`config.mk`:
```
export PLATFORM = sky130hd
export DESIGN_NAME = adc_channel_gpio_registers
export DESIGN_NICKNAME = d
export VERILOG_FILES = /design/src/logic/adc_regs_pkg.sv /design/src/logic/adc_channel_gpio_registers.sv
export VERILOG_INCLUDE_DIRS = /design/src /design/src/logic
export SDC_FILE = /design/constraint.sdc
export NUM_CORES = 1
export LEC_CHECK = 0
export BUFFER_PORTS_ARGS = -buffer_cell sky130_fd_sc_hd__buf_2
export CAP_MARGIN = 20
export CORE_MARGIN = 1.5
export CORE_UTILIZATION = 45
export CTS_CLUSTER_DIAMETER = 40
export CTS_CLUSTER_SIZE = 24
export DETAILED_ROUTE_END_ITERATION = 7
export REMOVE_ABC_BUFFERS = 1
export SETUP_SLACK_MARGIN = 0.1
export SYNTH_ARGS = -nofsm -noshare
export SYNTH_HDL_FRONTEND = slang
export SYNTH_SLANG_ARGS = --single-unit
```
`constraint.sdc`:
```
create_clock -name hclk -period 6.7 [get_ports hclk]
set_input_delay 0 -clock hclk [delete_from_list [all_inputs] [get_ports hclk]]
set_output_delay 0 -clock hclk [all_outputs]
set_load 0.01 [all_outputs]
```
`src/logic/adc_regs_defines.svh`:
```
// named offsets, reset values and masks of the register bank
// assumes word-aligned register indices, byte address = index * 4
`ifndef ADC_REGS_DEFINES_SVH
`define ADC_REGS_DEFINES_SVH

// register indices
`define IDX_PIN_CTRL 8'h06
`define IDX_IDENTITY 8'h07
`define IDX_CHAN_FIRST 8'h10
`define IDX_CHAN_LAST 8'h1F

// reset values
`define PIN_CTRL_RESET 6'h00
`define CHAN0_RESET 16'h8001
`define CHANX_RESET 16'h0001

// writable bits of a channel register
`define CHAN_WR_MASK 16'hF3FF

// channel count and bus decode
`define CHAN_COUNT 16
`define HTRANS_ACTIVE_BIT 1
`define WORD_LSB 2

`endif

```
`src/logic/adc_regs_pkg.sv`:
```
// types shared by the register bank
// assumes nothing beyond the defines header
package adc_regs_pkg;

  typedef struct packed {
    logic enable;
    logic [2:0] setup;
    logic [1:0] reserved;
    logic [9:0] input_pair;
  } channel_cfg_t;

  typedef struct packed {
    logic [1:0] in_en;
    logic [1:0] out_en;
    logic [1:0] level;
  } pin_ctrl_t;

  typedef struct packed {
    logic valid;
    logic [3:0] channel;
    logic [2:0] setup;
    logic [9:0] input_pair;
  } conv_sel_t;

  typedef struct packed {
    logic write;
    logic [7:0] index;
  } bus_req_t;

  typedef enum logic [1:0] {BUS_IDLE, BUS_WRITE, BUS_READ} bus_state_t;

endpackage
```
`src/logic/adc_channel_gpio_registers.sv`:
```
// pin control, identity and channel registers behind an ahb-lite slave,
// with a simple scan over enabled channels
// assumes one clock, hready wired back from hreadyout, word transfers only
//
// Added by the designer: register access over AHB-Lite.
`timescale 1ns/1ps
`include "adc_regs_defines.svh"

// Operation
// - bits 5,4 make pin one/zero inputs
// - bits 3,2 make pin one/zero outputs
// - bits 1,0 drive or read back pins
// - identity register, read-only fixed code
// - sixteen channel registers at 0x10..0x1F
// - enabled channels are sequenced automatically
// - channel zero resets 0x8001, others 0x0001
// - bits 14:12 select one of eight setups
// - chosen setup applies to channel conversions
// - bits 9:0 select the input pair
module adc_channel_gpio_registers #(
  parameter int ADDR_W = 8,
  parameter logic [15:0] IDENTITY_CODE = 16'hA5C3, // arbitrary value
  parameter int CONV_CYCLES = 16
) (
  // clock and reset
  input wire logic hclk,
  input wire logic hresetn,
  // ahb-lite slave
  input wire logic hsel,
  input wire logic [ADDR_W-1:0] haddr,
  input wire logic [1:0] htrans,
  input wire logic hwrite,
  input wire logic [2:0] hsize,
  input wire logic [31:0] hwdata,
  input wire logic hready,
  output logic [31:0] hrdata,
  output logic hreadyout,
  output logic hresp,
  // general pins
  input wire logic [1:0] gp_in,
  output logic [1:0] gp_out,
  output logic [1:0] gp_oe_n,
  // converter selection
  output adc_regs_pkg::conv_sel_t conv_sel
);

  ////////////////////////////////////////////////////////////////////////////
  // decode helpers

  function automatic logic is_chan(input logic [7:0] index);
    is_chan = (index >= `IDX_CHAN_FIRST) && (index <= `IDX_CHAN_LAST);
  endfunction

  function automatic logic [4:0] next_enabled(input logic [3:0] cur,
                                              input logic [15:0] en);
    logic [4:0] result;
    logic [3:0] cand;
    result = 5'h00;
    cand = 4'h0;
    for (int k = `CHAN_COUNT; k >= 1; k--) begin
      cand = cur + k[3:0];
      if (en[cand]) begin
        result = {1'b1, cand};
      end
    end
    next_enabled = result;
  endfunction

  ////////////////////////////////////////////////////////////////////////////
  // storage

  adc_regs_pkg::pin_ctrl_t pin_ctrl;
  adc_regs_pkg::channel_cfg_t chan [`CHAN_COUNT];
  adc_regs_pkg::bus_req_t req;
  adc_regs_pkg::bus_state_t bus_state;
  logic [1:0] pin_sample;
  logic [15:0] chan_en;
  logic [4:0] next_pick;
  logic [15:0] conv_timer;
  logic accept;
  logic [7:0] addr_index;
  logic [3:0] chan_slot;
  logic [31:0] read_word;
  logic first_cycle;

  assign addr_index = 8'(haddr[ADDR_W-1:`WORD_LSB]);
  assign accept = hsel && hready && htrans[`HTRANS_ACTIVE_BIT];
  assign chan_slot = req.index[3:0];

  always_comb begin
    for (int i = 0; i < `CHAN_COUNT; i++) begin
      chan_en[i] = chan[i].enable;
    end
  end

  assign next_pick = next_enabled(conv_sel.channel, chan_en);

  ////////////////////////////////////////////////////////////////////////////
  // bus phases

  always_ff @(posedge hclk or negedge hresetn) begin
    if (!hresetn) begin
      bus_state <= adc_regs_pkg::BUS_IDLE;
      req <= '0;
    end else if (accept) begin
      bus_state <= hwrite ? adc_regs_pkg::BUS_WRITE : adc_regs_pkg::BUS_READ;
      req <= {hwrite, addr_index};
    end else begin
      bus_state <= adc_regs_pkg::BUS_IDLE;
    end
  end

  // reads take one wait cycle, writes none
  always_ff @(posedge hclk or negedge hresetn) begin
    if (!hresetn) begin
      hreadyout <= 1'b1;
      hresp <= 1'b0;
    end else begin
      hreadyout <= !(accept && !hwrite);
      hresp <= 1'b0;
    end
  end

  ////////////////////////////////////////////////////////////////////////////
  // read path

  always_comb begin
    read_word = 32'h0000_0000;
    if (req.index == `IDX_PIN_CTRL) begin
      read_word[5:2] = {pin_ctrl.in_en, pin_ctrl.out_en};
      for (int p = 0; p < 2; p++) begin
        read_word[p] = pin_ctrl.in_en[p] ? pin_sample[p] : pin_ctrl.level[p];
      end
    end else if (req.index == `IDX_IDENTITY) begin
      read_word[15:0] = IDENTITY_CODE;
    end else if (is_chan(req.index)) begin
      read_word[15:0] = chan[chan_slot] & `CHAN_WR_MASK;
    end
  end

  always_ff @(posedge hclk or negedge hresetn) begin
    if (!hresetn) begin
      hrdata <= 32'h0000_0000;
    end else if (bus_state == adc_regs_pkg::BUS_READ) begin
      hrdata <= read_word;
    end
  end

  ////////////////////////////////////////////////////////////////////////////
  // pin control register and pins

  always_ff @(posedge hclk or negedge hresetn) begin
    if (!hresetn) begin
      pin_ctrl <= `PIN_CTRL_RESET;
    end else if (bus_state == adc_regs_pkg::BUS_WRITE && req.index == `IDX_PIN_CTRL) begin
      pin_ctrl <= hwdata[5:0];
    end
  end

  always_ff @(posedge hclk or negedge hresetn) begin
    if (!hresetn) begin
      pin_sample <= 2'h0;
    end else begin
      pin_sample <= gp_in;
    end
  end

  always_ff @(posedge hclk or negedge hresetn) begin
    if (!hresetn) begin
      gp_out <= 2'h0;
      gp_oe_n <= 2'h3;
    end else begin
      gp_out <= pin_ctrl.level;
      gp_oe_n <= ~pin_ctrl.out_en;
    end
  end

  ////////////////////////////////////////////////////////////////////////////
  // channel registers

  always_ff @(posedge hclk or negedge hresetn) begin
    if (!hresetn) begin
      chan[0] <= `CHAN0_RESET;
      for (int i = 1; i < `CHAN_COUNT; i++) begin
        chan[i] <= `CHANX_RESET;
      end
    end else if (bus_state == adc_regs_pkg::BUS_WRITE && is_chan(req.index)) begin
      chan[chan_slot] <= hwdata[15:0] & `CHAN_WR_MASK;
    end
  end

  ////////////////////////////////////////////////////////////////////////////
  // channel scan

  always_ff @(posedge hclk or negedge hresetn) begin
    if (!hresetn) begin
      conv_timer <= 16'h0000;
    end else if (conv_timer == 16'h0000) begin
      conv_timer <= 16'(CONV_CYCLES - 1);
    end else begin
      conv_timer <= conv_timer - 16'h0001;
    end
  end

  always_ff @(posedge hclk or negedge hresetn) begin
    if (!hresetn) begin
      conv_sel <= '0;
    end else if (conv_timer == 16'h0000) begin
      conv_sel.valid <= next_pick[4];
      conv_sel.channel <= next_pick[3:0];
      conv_sel.setup <= chan[next_pick[3:0]].setup;
      conv_sel.input_pair <= chan[next_pick[3:0]].input_pair;
    end
  end

  always_ff @(posedge hclk or negedge hresetn) begin
    if (!hresetn) begin
      first_cycle <= 1'b1;
    end else begin
      first_cycle <= 1'b0;
    end
  end
endmodule

```
# Word-level counts from Yosys, hierarchy flattened
# Cells that the tools add are included.
# op_classes
addsub	16
n_lt_le_gt_ge	21
eq_ne	4
mux	66
bitwise	3
reduce_logical	10
# ops
cell	n
$bwmux 256	1
$bmux 16 s4	2
$mux 16	6
$lt 4x5->1 const B	16
$mux 5	16
$bmux 1 s4	16
$demux 16 s4	1
$add 4x4->4 const B	8
$mux 15	2
$mux 1	18
$add 4x3->4 const B	4
$logic_not 16->1	1
$sub 16x1->16 const B	1
$eq 6x3->1 const B	2
$ge 5x5->1 const B	2
$mux 10	1
$not 4->5	2
$add 4x2->4 const B	2
$logic_and 1x1->1	7
$ge 6x5->1 const B	1
$le 6x5->1 const B	1
$mux 6	1
$lt 5x1->1 const B	1
$add 4x1->4 const B	1
other kinds (5)	7
# word_totals
reg_bits	327
inputBits	52
output_inout_bits	56
wordCells	199

# Longest topological paths before layout
# Gate-level depths: netlist (run 1).
# logic_depth
depth_word	22
ltp_mapped	21
depth_no_buf	13

# Worst setup path after synthesis (run 1)
# Ideal clock, no wire load.
# synth_timing
path_type	reg2reg
startpoint	register conv_sel[14] in the netlist's numbering
endpoint	register conv_sel[3] in the netlist's numbering
setup_ps	69
arrival_ps	4920
path_slack_ps	1712
stages_incl_launch_ff	20
path_buffers	6
synth_period_minus_slack_ps	4988
path_cell_list	dfrtp_1 -> buf_2 -> buf_2 -> inv_1 -> ha_1 -> buf_2 -> clkbuf_1 -> mux4_2 -> mux2_2 -> mux2i_1 -> and3b_1 -> o211ai_1 -> and3b_1 -> or4_4 -> buf_6 -> buf_2 -> mux2i_1 -> a22o_1 -> a2111o_1 -> nand3_1
# synth_via
elab_chain_len	22
word_cells_on_any_way	67
# synth_lines
item	line	text
from (decl)	adc_channel_gpio_registers.sv:44	output adc_regs_pkg::conv_sel_t conv_sel
$add 4x4->4 or $bmux 1 s4 (tied branches)	adc_channel_gpio_registers.sv:61, adc_channel_gpio_registers.sv:62	
$bmux 1 s4 or $mux 1 (tied branches)	adc_channel_gpio_registers.sv:62	if (en[cand]) begin
$mux 1 (implied by the code) or $mux 5 (tied branches)	adc_channel_gpio_registers.sv:62	
$mux 5 (14 in a row)	adc_channel_gpio_registers.sv:62	
$mux 5 *	adc_channel_gpio_registers.sv:62	
$not 4->5 (implied by the code) *	adc_channel_gpio_registers.sv:212	conv_sel.input_pair <= chan[next_pick[3:0]].input_pair;
$bmux 16 s4 *	adc_channel_gpio_registers.sv:212	
$mux 15 (implied by the code) * (2 in a row)	adc_channel_gpio_registers.sv:212	
# Mark *: on every way between the ends. The rest lies on a longest branch, timed or not. The select of a mux whose other input is x is not followed.
# A chain may end at the register's enable or synchronous reset.

# Final worst setup path (run 1)
# layout_timing
startpoint	register conv_sel[13] in the netlist's numbering
endpoint	register conv_sel[0] in the netlist's numbering
# The elaborated chain is that of the path after synthesis.

==> flow_metrics.py, run 1 <==
metrics = {
    "place": {
        "gp_congestion": 0.891,
        "dpl.hpwl_mm": 28.8,
        "numPortBuffers": 65,
    },
    "floorplan": {
        "die_area_um2": 38800,
        "io_pins": 108,
        "number_of_rows_in_the_core_area": 70,
        "initial_utilization_pct": 45.9,
        "core_um2": 36900,
        "die_height_um": 197,
        "die_width_um": 197,
    },
    "clocking": {
        "clock-root-buffer": "sky130_fd_sc_hd__clkbuf_16",
        "tritoncts_clock_tree": "built",
        "clkTransAtPathRegs_ns": 0.06,
        "cts.repair.resized": 0,
        "htreeDepth": 2,
        "later_pin_clock_latency_in_the_skew_report_ns": 0.55,
        "cts-root-to-sink-buffers": 3,
        "number_of_buffers_created_by_cts": 39,
        "cts_setup_buffers": 0,
        "numClockSinks": 294,
    },
    "timing": {
        "achievable-frequency_mhz": 185,
        "slew_viol_final": 0,
        "final_min_period_over_clock_period_pct": 80.7,
        "grt_setup_unrepaired": "no",
        "fin_setup_tns_ns": 0,
        "finalClockSkew_ns": 0.0264,
        "setup_viol": 0,
        "finalCriticalPeriod_ns": 5.41,
        "report.final.hold_viol_count": 0,
        "timing.max_slew.rel_slack_pct": 24.3,
        "slew_at_the_pin_closest_to_its_max_slew_limit_ns": 1.13,
    },
    "routing": {
        "route.antenna.remaining_nets": 0,
        "num_vias": 11485,
        "drt_first_pass_iters": 6,
        "post_drt_via_cell_ratio": 5.99,
        "detailed_route_wire_length_per_cell_um": 24.4,
        "detailedRoute.firstIterationViolations": 798,
        "routed_wl_mm": 46.8,
        "drc_errors": 0,
    },
    "critical_path": {
        "critical_path.max_fanout": 15,
        "timing.critical_path.required_ns": 7.12,
        "timing.critical_path.from_type": "register",
        "cp.arrival_ns": 5.83,
        "crit_path_end_kind": "register",
        "timing.setup.critical_path_class": "register to register",
    },
    "synthesis": {
        "seq_area_frac_synth_pct": 43.6,
        "syn_area_per_cell_um2": 13.0,
        "yosysTopAreaCell": "sky130_fd_sc_hd__dfrtp_1",
        "number_of_synthesized_register_bits": 294,
        "asyncSetResetFlopFracSynth_pct": 100,
        "yosysUniqueCellTypes": 68,
        "synth.cells.most_frequent": "277 x sky130_fd_sc_hd__mux2_2, 274 x sky130_fd_sc_hd__dfrtp_1, 106 x sky130_fd_sc_hd__mux2i_1",
        "synth_flop_cell": "sky130_fd_sc_hd__dfrtp_1",
        "post_synth_inst_count": 1299,
        "number_of_enable_flip_flop_cells_after_synthesis": 0,
        "yosys_warnings": 0,
        "synth_most_common_cell": "sky130_fd_sc_hd__mux2_2",
        "synth.area.top_cells": "sky130_fd_sc_hd__dfrtp_1 40%, sky130_fd_sc_hd__mux2_2 18%, sky130_fd_sc_hd__mux4_2 13%, sky130_fd_sc_hd__mux2i_1 6.3%, sky130_fd_sc_hd__dfstp_2 3.1%",
        "synth_area_um2": 16900,
        "area_fraction_of_the_dominant_cell_type_after_synthesis_pct": 40.5,
    },
    "final_layout": {
        "num-fill-cells": 3122,
        "layout-area-overhead-vs-synth_pct": 14.9,
        "fin_nets": 1440,
        "post_route_cells_drive_above_1_share_pct": 42.0,
        "ff_latch_area_um2": 7390,
        "multiInputGateArea_um2": 9000,
    },
    "grt": {
        "pin_count_of_the_biggest_net_entering_global_routing": 119,
        "via_count_of_the_first_global_routing_pass": 11695,
        "globalRoute.totalOverflow": 0,
        "antenna_violations_before_repair": 0,
        "global_route.usage.total_pct": 24.8,
        "grt_first_pass_wirelength_mm": 72.8,
    },
    "outcome": {
        "status": "completed",
    },
    "worst_hold_path": {
        "hold_class": "primary input to register",
    },
    "run": {
        "maxCapViolCount": 0,
    },
}
layout by cell type, fill, tap and decap left out, types with 13 or more instances in the layout:
cell and count:
sky130_fd_sc_hd__conb_1 18, sky130_fd_sc_hd__nor2_1 32, sky130_fd_sc_hd__inv_1 15, sky130_fd_sc_hd__mux4_2 97
sky130_fd_sc_hd__o21ai_0 27, sky130_fd_sc_hd__nor3_1 13, sky130_fd_sc_hd__dfstp_2 20, sky130_fd_sc_hd__nand3_1 13
sky130_fd_sc_hd__a22o_1 21, sky130_fd_sc_hd__buf_2 64, sky130_fd_sc_hd__o211ai_1 13, sky130_fd_sc_hd__dfrtp_1 272
sky130_fd_sc_hd__clkbuf_16 40, sky130_fd_sc_hd__buf_4 38, sky130_fd_sc_hd__a21oi_1 26, sky130_fd_sc_hd__dlygate4sd3_1 25
sky130_fd_sc_hd__mux2_2 277, sky130_fd_sc_hd__xnor2_1 15, sky130_fd_sc_hd__a22oi_1 16, sky130_fd_sc_hd__mux2i_1 106
sky130_fd_sc_hd__nand2_1 64
timing repair:
action                     4_1_cts  5_1_grt
setup endpoints to repair        0        0
hold buffers                    25        0
hold endpoints to repair       322        0
stage by stage:
stage | instance area (um^2) | hold WS, ns | cells | setup WS (ns) | utilization, %
floorplan | 16400 | -0.296 | 1204 | 0.923 | -
global placement | 17800 | 0.108 | 1814 | 1.22 | 48.2
detailed placement | 17800 | 0.110 | 1816 | 1.17 | 48.3
CTS | 19400 | 0.0272 | 1913 | 1.19 | 52.7
global route | 19500 | 0.0832 | 1915 | 1.12 | 52.8
finish | 19500 | 0.0300 | 1916 | 1.29 | 52.8
registers in the layout, summed over array words and instances, names as in the netlist:
signal	cells
chan	224
conv_sel	18
conv_timer	16
hrdata	15
pin_ctrl	6
chan_slot	4
bus_state	2
gp_oe_n	2
gp_out	2
pin_sample	2
req	2
hreadyout	1
cell families after synthesis:
group,Yosys count,synth area share [%]
compound gates,169,7.20
xor+xnor,23,1.19
fa+ha+maj,8,0.591
buf+inv,129,3.87
flops,294,43.6
mux,489,38.2
other cells,1,0.0221
simple gates,186,5.29
critical path, cell delays in order, from the launching register on:
cell and delay [ns]:
sky130_fd_sc_hd__dfrtp_1 0.35, sky130_fd_sc_hd__clkinv_1 0.27, sky130_fd_sc_hd__ha_1 0.82, sky130_fd_sc_hd__mux4_2 0.69, sky130_fd_sc_hd__mux2_2 0.34, sky130_fd_sc_hd__mux2_2 0.36
sky130_fd_sc_hd__nor3_1 0.26, sky130_fd_sc_hd__nand3_1 0.13, sky130_fd_sc_hd__o41a_1 0.54, sky130_fd_sc_hd__nor2_2 0.70, sky130_fd_sc_hd__buf_4 0.33, sky130_fd_sc_hd__o2bb2ai_1 0.13
sky130_fd_sc_hd__nor3_1 0.07, sky130_fd_sc_hd__a211o_1 0.30
cell type report:
class                           count  share of cell area, %
Multi-Input combinational cell    893                   46.2
Sequential cell                   294                   38.0
Clock buffer                       46                   5.41
Timing Repair Buffer              135                   5.22
Tap cell                          504                   3.24
Clock inverter                     26                   1.59
Inverter                           17                  0.328
Antenna cell                        1                 0.0129
metal layers:
metal / part of all wire (%) / wire length (um) / GRT usage [%] / up-vias
met3: 4.3 / 2010 / 4.45 / 72
met4: 2.2 / 1040 / 6.79 / 0
met1: 45 / 21100 / 33.9 / 6056
met5: 0 / 0 / 0 / -
met2: 48 / 22700 / 40.7 / 285
li1: - / - / - / 5072
worst paths after layout:
check / slack, ns / start / depth (start not counted) / endpoint
worst max register to register: 1.29 / conv_sel[13] / 13 / conv_sel[0]
min in group asynchronous: 0.10 / hresetn / 2 / chan[143]
worst min register to register: 0.41 / pin_ctrl[0] / 0 / gp_out[0]
max in group asynchronous: 5.12 / hresetn / 3 / chan_slot[1]
worst min-delay path: 0.03 / hready / 3 / hreadyout
worst max-delay path: 1.29 / conv_sel[13] / 13 / conv_sel[0]
Power of run 1 is left out: the tool's default activity adds up to more than one toggle a clock period on the data nets, which glitch-free logic cannot reach.
==> run 2, diff against run 1 <==
==> constraint.sdc (replaced) <==
create_clock -name hclk -period 5.5 [get_ports hclk]
set_input_delay 0 -clock hclk [delete_from_list [all_inputs] [get_ports hclk]]
set_output_delay 0 -clock hclk [all_outputs]
set_load 0.01 [all_outputs]
==> run 2 against run 1 <==
Effect of this change: maximum frequency grew 8.8%; first-iteration DRC count rose by 30%; utilization is 0.29 points higher; critical path depth rose by 3; die area unchanged; via count increased by 0.70%; setup slack lost 0.76 ns; critical path type unchanged; largest cell class unchanged.
==> flow_metrics.py, run 2 (synthesis results as in run 1) <==
metrics = {
    "place": {
        "dpl.hpwl_mm": 29.0,
        "numPortBuffers": 65,
        "gp_congestion": 0.930,
        "preCtsSetupSlack_ns": 0.432,
    },
    "floorplan": {
        "core_um2": 36900,
        "die_area_um2": 38800,
        "io_pins": 108,
        "number_of_rows_in_the_core_area": 70,
        "die_height_um": 197,
        "initial_utilization_pct": 45.9,
        "die_width_um": 197,
    },
    "outcome": {
        "status": "completed",
    },
    "clocking": {
        "htreeDepth": 2,
        "clkTransAtPathRegs_ns": 0.06,
        "clock-root-buffer": "sky130_fd_sc_hd__clkbuf_16",
        "tritoncts_clock_tree": "built",
        "number_of_buffers_created_by_cts": 39,
        "cts-root-to-sink-buffers": 3,
        "later_pin_clock_latency_in_the_skew_report_ns": 0.55,
        "numClockSinks": 294,
    },
    "timing": {
        "report.final.hold_viol_count": 0,
        "finalCriticalPeriod_ns": 4.97,
        "timing.max_slew.rel_slack_pct": 23.4,
        "fin_hold_ws_ns": 0.0483,
        "fin_ws_ns": 0.527,
        "slew_viol_final": 0,
        "setup_viol": 0,
        "achievable-frequency_mhz": 201,
        "finalClockSkew_ns": 0.0276,
        "grt_setup_unrepaired": "no",
        "final_min_period_over_clock_period_pct": 90.4,
        "slew_at_the_pin_closest_to_its_max_slew_limit_ns": 1.15,
    },
    "final_layout": {
        "mostFrequentLayoutCell": "sky130_fd_sc_hd__mux2_2",
        "max_flop_register": "chan",
        "largest_register_ffs": 224,
        "top_regs": "chan x224, conv_sel x18, conv_timer x16",
        "post_route_cells_drive_above_1_share_pct": 42.3,
        "antenna_diode_count": 0,
        "highest_count_cells_in_the_layout_ignoring_fill_and_taps": "277 x sky130_fd_sc_hd__mux2_2, 272 x sky130_fd_sc_hd__dfrtp_1, 106 x sky130_fd_sc_hd__mux2i_1, 97 x sky130_fd_sc_hd__mux4_2",
        "layout-area-overhead-vs-synth_pct": 15.5,
        "fin_nets": 1443,
    },
    "critical_path": {
        "critPathLaunch": "conv_sel[13]",
        "worstRegToRegCells": 16,
        "critical_path.reg2reg.startpoint": "conv_sel[13]",
        "r2r_setup_slack_ns": 0.53,
        "timing.setup.critical_path_class": "register to register",
        "crit_path_end_kind": "register",
        "timing.rr.end": "conv_sel[11]",
        "timing.critical_path.required_ns": 5.99,
        "cp.arrival_ns": 5.46,
        "critical_path.max_fanout": 32,
        "capture_point_of_the_critical_path": "conv_sel[11]",
        "timing.critical_path.from_type": "register",
    },
    "routing": {
        "drc_errors": 0,
        "num_vias": 11565,
        "detailedRoute.firstIterationViolations": 1035,
        "post_drt_via_cell_ratio": 6.03,
        "routed_wl_mm": 46.8,
        "route.antenna.remaining_nets": 0,
        "drt_first_pass_iters": 5,
        "detailed_route_wire_length_per_cell_um": 24.4,
    },
    "worst_hold_path": {
        "holdCritStartpoint": "hready",
        "hold_class": "primary input to register",
    },
    "grt": {
        "global_route.usage.met2_pct": 39.9,
        "grt.met1_usage_pct": 34.9,
        "grt_first_pass_wirelength_mm": 72.8,
        "groute.layer.met3.usage_pct": 3.73,
        "global_route.usage.total_pct": 24.8,
        "globalRoute.totalOverflow": 0,
        "grt_busiest_layer": "met2",
        "pin_count_of_the_biggest_net_entering_global_routing": 120,
        "antenna_violations_before_repair": 0,
        "via_count_of_the_first_global_routing_pass": 11696,
    },
    "run": {
        "maxCapViolCount": 0,
    },
}
==> run 2: changes by cell type in the layout (fill, tap and decap cells not counted), moves of 2 or more <==
| cell | delta |
|---|---|
| sky130_fd_sc_hd__inv_6 | -3 |
| sky130_fd_sc_hd__buf_16 | +2 |
| sky130_fd_sc_hd__buf_12 | +3 |
| sky130_fd_sc_hd__clkinvlp_4 | +2 |
| sky130_fd_sc_hd__buf_8 | -2 |
| sky130_fd_sc_hd__clkinv_8 | -2 |
| sky130_fd_sc_hd__clkbuf_8 | +2 |
==> run 2: cell type report <==
class	count	area, um^2
timing repair buffer	138	1100
fill	3143	17300
clock buffer	46	1050
tap	504	631
multi-input combinational	893	9000
sequential	294	7390
inverter	17	63.8
clock inverter	26	330
==> run 2: worst max-delay path: stages (launching register included) <==
cell	delay (ns)
sky130_fd_sc_hd__dfrtp_1	0.35
sky130_fd_sc_hd__clkinv_1	0.24
sky130_fd_sc_hd__ha_2	0.64
sky130_fd_sc_hd__mux4_2	0.65
sky130_fd_sc_hd__mux2_2	0.34
sky130_fd_sc_hd__mux2i_1	0.14
sky130_fd_sc_hd__buf_4	0.15
sky130_fd_sc_hd__and3b_1	0.15
sky130_fd_sc_hd__o211ai_1	0.10
sky130_fd_sc_hd__and3b_1	0.19
sky130_fd_sc_hd__or4_4	0.64
sky130_fd_sc_hd__buf_12	0.24
sky130_fd_sc_hd__buf_4	0.25
sky130_fd_sc_hd__mux2i_1	0.15
sky130_fd_sc_hd__a22o_1	0.25
sky130_fd_sc_hd__or3_1	0.35
sky130_fd_sc_hd__nand3_1	0.07
==> run 2: repair_timing <==
action / CTS / global route
buffers inserted: 0 / 0
resized for setup: 0 / 1
setup endpoints to repair: 0 / 1
hold endpoints to repair: 342 / 0
hold buffers: 25 / 0
==> run 2: metal layers <==
| metal | up-vias | part of all wire (%) |
|---|---|---|
| met1 | 6058 | 45 |
| met5 | - | 0 |
| met3 | 94 | 4.9 |
| met2 | 328 | 48 |
| met4 | 0 | 2.4 |
| li1 | 5085 | - |
==> run 2: per-stage QoR <==
| stage | utilization (%) | area (um^2) | TNS [ns] | instances |
|---|---|---|---|---|
| floorplan | - | 16400 | -2.95 | 1204 |
| global placement | 48.3 | 17800 | 0 | 1817 |
| detailed placement | 48.5 | 17900 | 0 | 1819 |
| CTS | 52.9 | 19500 | 0 | 1916 |
| global route | 53.1 | 19600 | 0 | 1918 |
| finish | 53.1 | 19600 | 0 | 1918 |
==> run 2: how the worst min path moves through the flow <==
stage / end / slack (ns) / cells past startpoint
finish: hreadyout / 0.05 / 3
global route: pin_sample[0] / 0.11 / 2
CTS: chan_slot[1] / 0.03 / 3
detailed placement: conv_sel[14] / 0.12 / 1
global placement: conv_sel[14] / 0.11 / 1
floorplan: bus_state[0] / -0.30 / 0
Power of run 2 is left out for the same reason.
==> run 3, diff against run 2 <==
--- a/config.mk
+++ b/config.mk
@@ -6,6 +6,7 @@
 export SDC_FILE = /design/constraint.sdc
 export NUM_CORES = 1
 export LEC_CHECK = 0
+export ABC_AREA = 1
 export BUFFER_PORTS_ARGS = -buffer_cell sky130_fd_sc_hd__buf_2
 export CAP_MARGIN = 20
 export CORE_MARGIN = 1.5
@@ -15,6 +16,7 @@
 export DETAILED_ROUTE_END_ITERATION = 7
 export REMOVE_ABC_BUFFERS = 1
 export SETUP_SLACK_MARGIN = 0.1
+export SLEW_MARGIN = 20
 export SYNTH_ARGS = -nofsm -noshare
 export SYNTH_HDL_FRONTEND = slang
 export SYNTH_SLANG_ARGS = --single-unit
==> run 3 against run 2 <==
Effect of this change: maximum frequency increased by 8.6%; synthesized cell count is 59% higher; global-route usage rose by 5.6 points; synthesized area fell by 5.9%; hold slack worse by 0.027 ns; die area shrank 5.8%; largest cell class unchanged; clock skew is 0.0098 ns lower; flip-flop and latch count unchanged.
==> flow_metrics.py, run 3 <==
metrics = {
    "grt": {
        "via_count_of_the_first_global_routing_pass": 14831,
        "global_route.usage.total_pct": 30.3,
        "grt_first_pass_wirelength_mm": 85.1,
        "antenna_violations_before_repair": 0,
        "globalRoute.totalOverflow": 0,
        "pin_count_of_the_biggest_net_entering_global_routing": 153,
    },
    "run": {
        "maxCapViolCount": 0,
    },
    "synthesis": {
        "syn_area_per_cell_um2": 7.70,
        "number_of_synthesized_register_bits": 294,
        "yosysTopAreaCell": "sky130_fd_sc_hd__dfrtp_1",
        "asyncSetResetFlopFracSynth_pct": 100,
        "yosysUniqueCellTypes": 41,
        "area_fraction_of_the_dominant_cell_type_after_synthesis_pct": 43.0,
        "synth.area.top_cells": "sky130_fd_sc_hd__dfrtp_1 43%, sky130_fd_sc_hd__nand2_1 13%, sky130_fd_sc_hd__nand3_1 12%, sky130_fd_sc_hd__o21ai_0 7.9%, sky130_fd_sc_hd__a22oi_1 5.2%",
        "synth_most_common_cell": "sky130_fd_sc_hd__nand2_1",
        "synth_area_um2": 15900,
        "post_synth_inst_count": 2070,
        "synth.cells.most_frequent": "562 x sky130_fd_sc_hd__nand2_1, 376 x sky130_fd_sc_hd__nand3_1, 274 x sky130_fd_sc_hd__dfrtp_1",
        "yosys_warnings": 0,
        "seq_area_frac_synth_pct": 46.3,
        "number_of_enable_flip_flop_cells_after_synthesis": 0,
        "synth_flop_cell": "sky130_fd_sc_hd__dfrtp_1",
    },
    "critical_path": {
        "timing.setup.critical_path_class": "register to register",
        "crit_path_end_kind": "register",
        "critPathLaunch": "conv_sel[14]",
        "critical_path.reg2reg.startpoint": "conv_sel[14]",
        "cp_slowest_stage_delay_ns": 0.84,
        "cp.arrival_ns": 5.04,
        "timing.rr.end": "conv_sel[11]",
        "timing.critical_path.required_ns": 5.96,
        "r2r_setup_slack_ns": 0.92,
        "critical_path.max_fanout": 18,
        "slowest_stage": "sky130_fd_sc_hd__dfrtp_1",
        "timing.critical_path.from_type": "register",
        "critPathMostFrequentCell": "sky130_fd_sc_hd__nand2_1",
        "capture_point_of_the_critical_path": "conv_sel[11]",
        "worstRegToRegCells": 29,
    },
    "place": {
        "dpl.hpwl_mm": 31.6,
        "place.detailed.instances": 2500,
        "gp_congestion": 0.887,
        "numPortBuffers": 65,
        "placement.cell_area_um2": 16700,
    },
    "timing": {
        "final_min_period_over_clock_period_pct": 83.3,
        "setup_viol": 0,
        "fin_setup_tns_ns": 0,
        "grt_setup_unrepaired": "no",
        "achievable-frequency_mhz": 218,
        "report.final.hold_viol_count": 0,
        "slew_viol_final": 0,
        "timing.max_slew.rel_slack_pct": 31.4,
        "finalCriticalPeriod_ns": 4.58,
        "finalClockSkew_ns": 0.0178,
        "slew_at_the_pin_closest_to_its_max_slew_limit_ns": 1.03,
    },
    "floorplan": {
        "io_pins": 108,
        "core_um2": 34700,
        "die_area_um2": 36500,
        "initial_utilization_pct": 45.9,
        "number_of_rows_in_the_core_area": 68,
        "die_width_um": 191,
        "die_height_um": 191,
    },
    "final_layout": {
        "fin_nets": 2185,
        "layout.cells.non_filler": 2620,
        "post_route_cells_drive_above_1_share_pct": 12.0,
        "layout-area-overhead-vs-synth_pct": 17.3,
        "final_cell_area_um2": 18700,
        "largest_register_ffs": 224,
        "highest_count_cells_in_the_layout_ignoring_fill_and_taps": "560 x sky130_fd_sc_hd__nand2_1, 376 x sky130_fd_sc_hd__nand3_1, 274 x sky130_fd_sc_hd__dfrtp_1, 250 x sky130_fd_sc_hd__o21ai_0, 111 x sky130_fd_sc_hd__a22oi_1",
        "num-fill-cells": 3324,
        "top_regs": "chan x224, conv_sel x18, conv_timer x16",
        "mostFrequentLayoutCell": "sky130_fd_sc_hd__nand2_1",
        "max_flop_register": "chan",
    },
    "clocking": {
        "numClockSinks": 294,
        "number_of_buffers_created_by_cts": 51,
        "tritoncts_clock_tree": "built",
        "later_pin_clock_latency_in_the_skew_report_ns": 0.58,
        "clkTransAtPathRegs_ns": 0.05,
        "clock-root-buffer": "sky130_fd_sc_hd__clkbuf_16",
        "cts-root-to-sink-buffers": 3,
        "htreeDepth": 2,
    },
    "routing": {
        "detailed_route_wire_length_per_cell_um": 20.8,
        "drt_first_pass_iters": 6,
        "num_vias": 15571,
        "routed_wl_mm": 54.5,
        "route.antenna.remaining_nets": 0,
        "post_drt_via_cell_ratio": 5.94,
        "drc_errors": 0,
        "detailedRoute.firstIterationViolations": 1566,
    },
    "worst_hold_path": {
        "hold_class": "primary input to asynchronous set/reset pin",
    },
    "outcome": {
        "status": "completed",
    },
}
-- run 3: cell type report --
type / instances / area [um^2] / share of cell area (%)
multi-input combinational: 1554 / 7570 / 40.5
sequential: 294 / 7380 / 39.5
clock buffer: 55 / 1300 / 6.96
timing repair buffer: 146 / 1150 / 6.15
tap: 455 / 569 / 3.05
clock inverter: 37 / 417 / 2.23
inverter: 78 / 293 / 1.57
antenna: 1 / 2.50 / 0.0134
-- run 3: repair_timing --
item,in CTS,in global routing
buffers inserted,0,0
endpoints found under the hold margin,305,0
hold buffers,27,0
gates resized for setup,0,0
-- run 3: cells by family (layout without fill, tap and decap cells) --
kind of cell	count (synthesis)	after routing	share of synthesized area (%)
flops	294	294	46.3
compound gates	491	491	17.7
fa+ha+maj	8	8	0.628
mux	4	4	0.283
simple gates	1021	1021	27.6
other cells	1	19	0.0235
xor+xnor	12	12	0.707
buf+inv	239	316	6.77
-- run 3: metrics by stage --
step | hold WS (ns) | setup slack (ns) | util [%]
floorplan | -0.296 | -0.497 | -
global placement | 0.0774 | 0.957 | 48.1
detailed placement | 0.0774 | 0.951 | 48.1
CTS | 0.00432 | 0.943 | 53.8
global route | 0.0496 | 0.567 | 53.8
finish | 0.0214 | 0.921 | 53.8
-- run 3: worst max-delay path, delay by kind of cell (launching register included) --
family | cells | cell delay (ns)
simple gates | 22 | 1.67
flops | 1 | 0.84
fa+ha+maj | 1 | 0.43
compound gates | 2 | 0.69
buf+inv | 4 | 0.79
-- run 3: worst min-delay path by stage --
stage / end / cells after the start
6_report: conv_sel[16] / 2
4_1_cts: chan_slot[1] / 3
3_3_place_gp: conv_sel[16] / 1
5_1_grt: chan_slot[1] / 3
2_1_floorplan: bus_state[0] / 0
3_5_place_dp: conv_sel[16] / 1
-- run 3: per-layer routing --
metal / part of all wire (%) / vias up / wire length (um) / global-route usage (%)
met5: 0 / - / 0 / 0
met4: 3.6 / 0 / 1960 / 12.3
met3: 7.6 / 149 / 4160 / 4.85
met2: 46 / 643 / 25000 / 48.1
met1: 43 / 7560 / 23400 / 41.4
li1: - / 7219 / - / -
Power of run 3 is left out for the same reason.
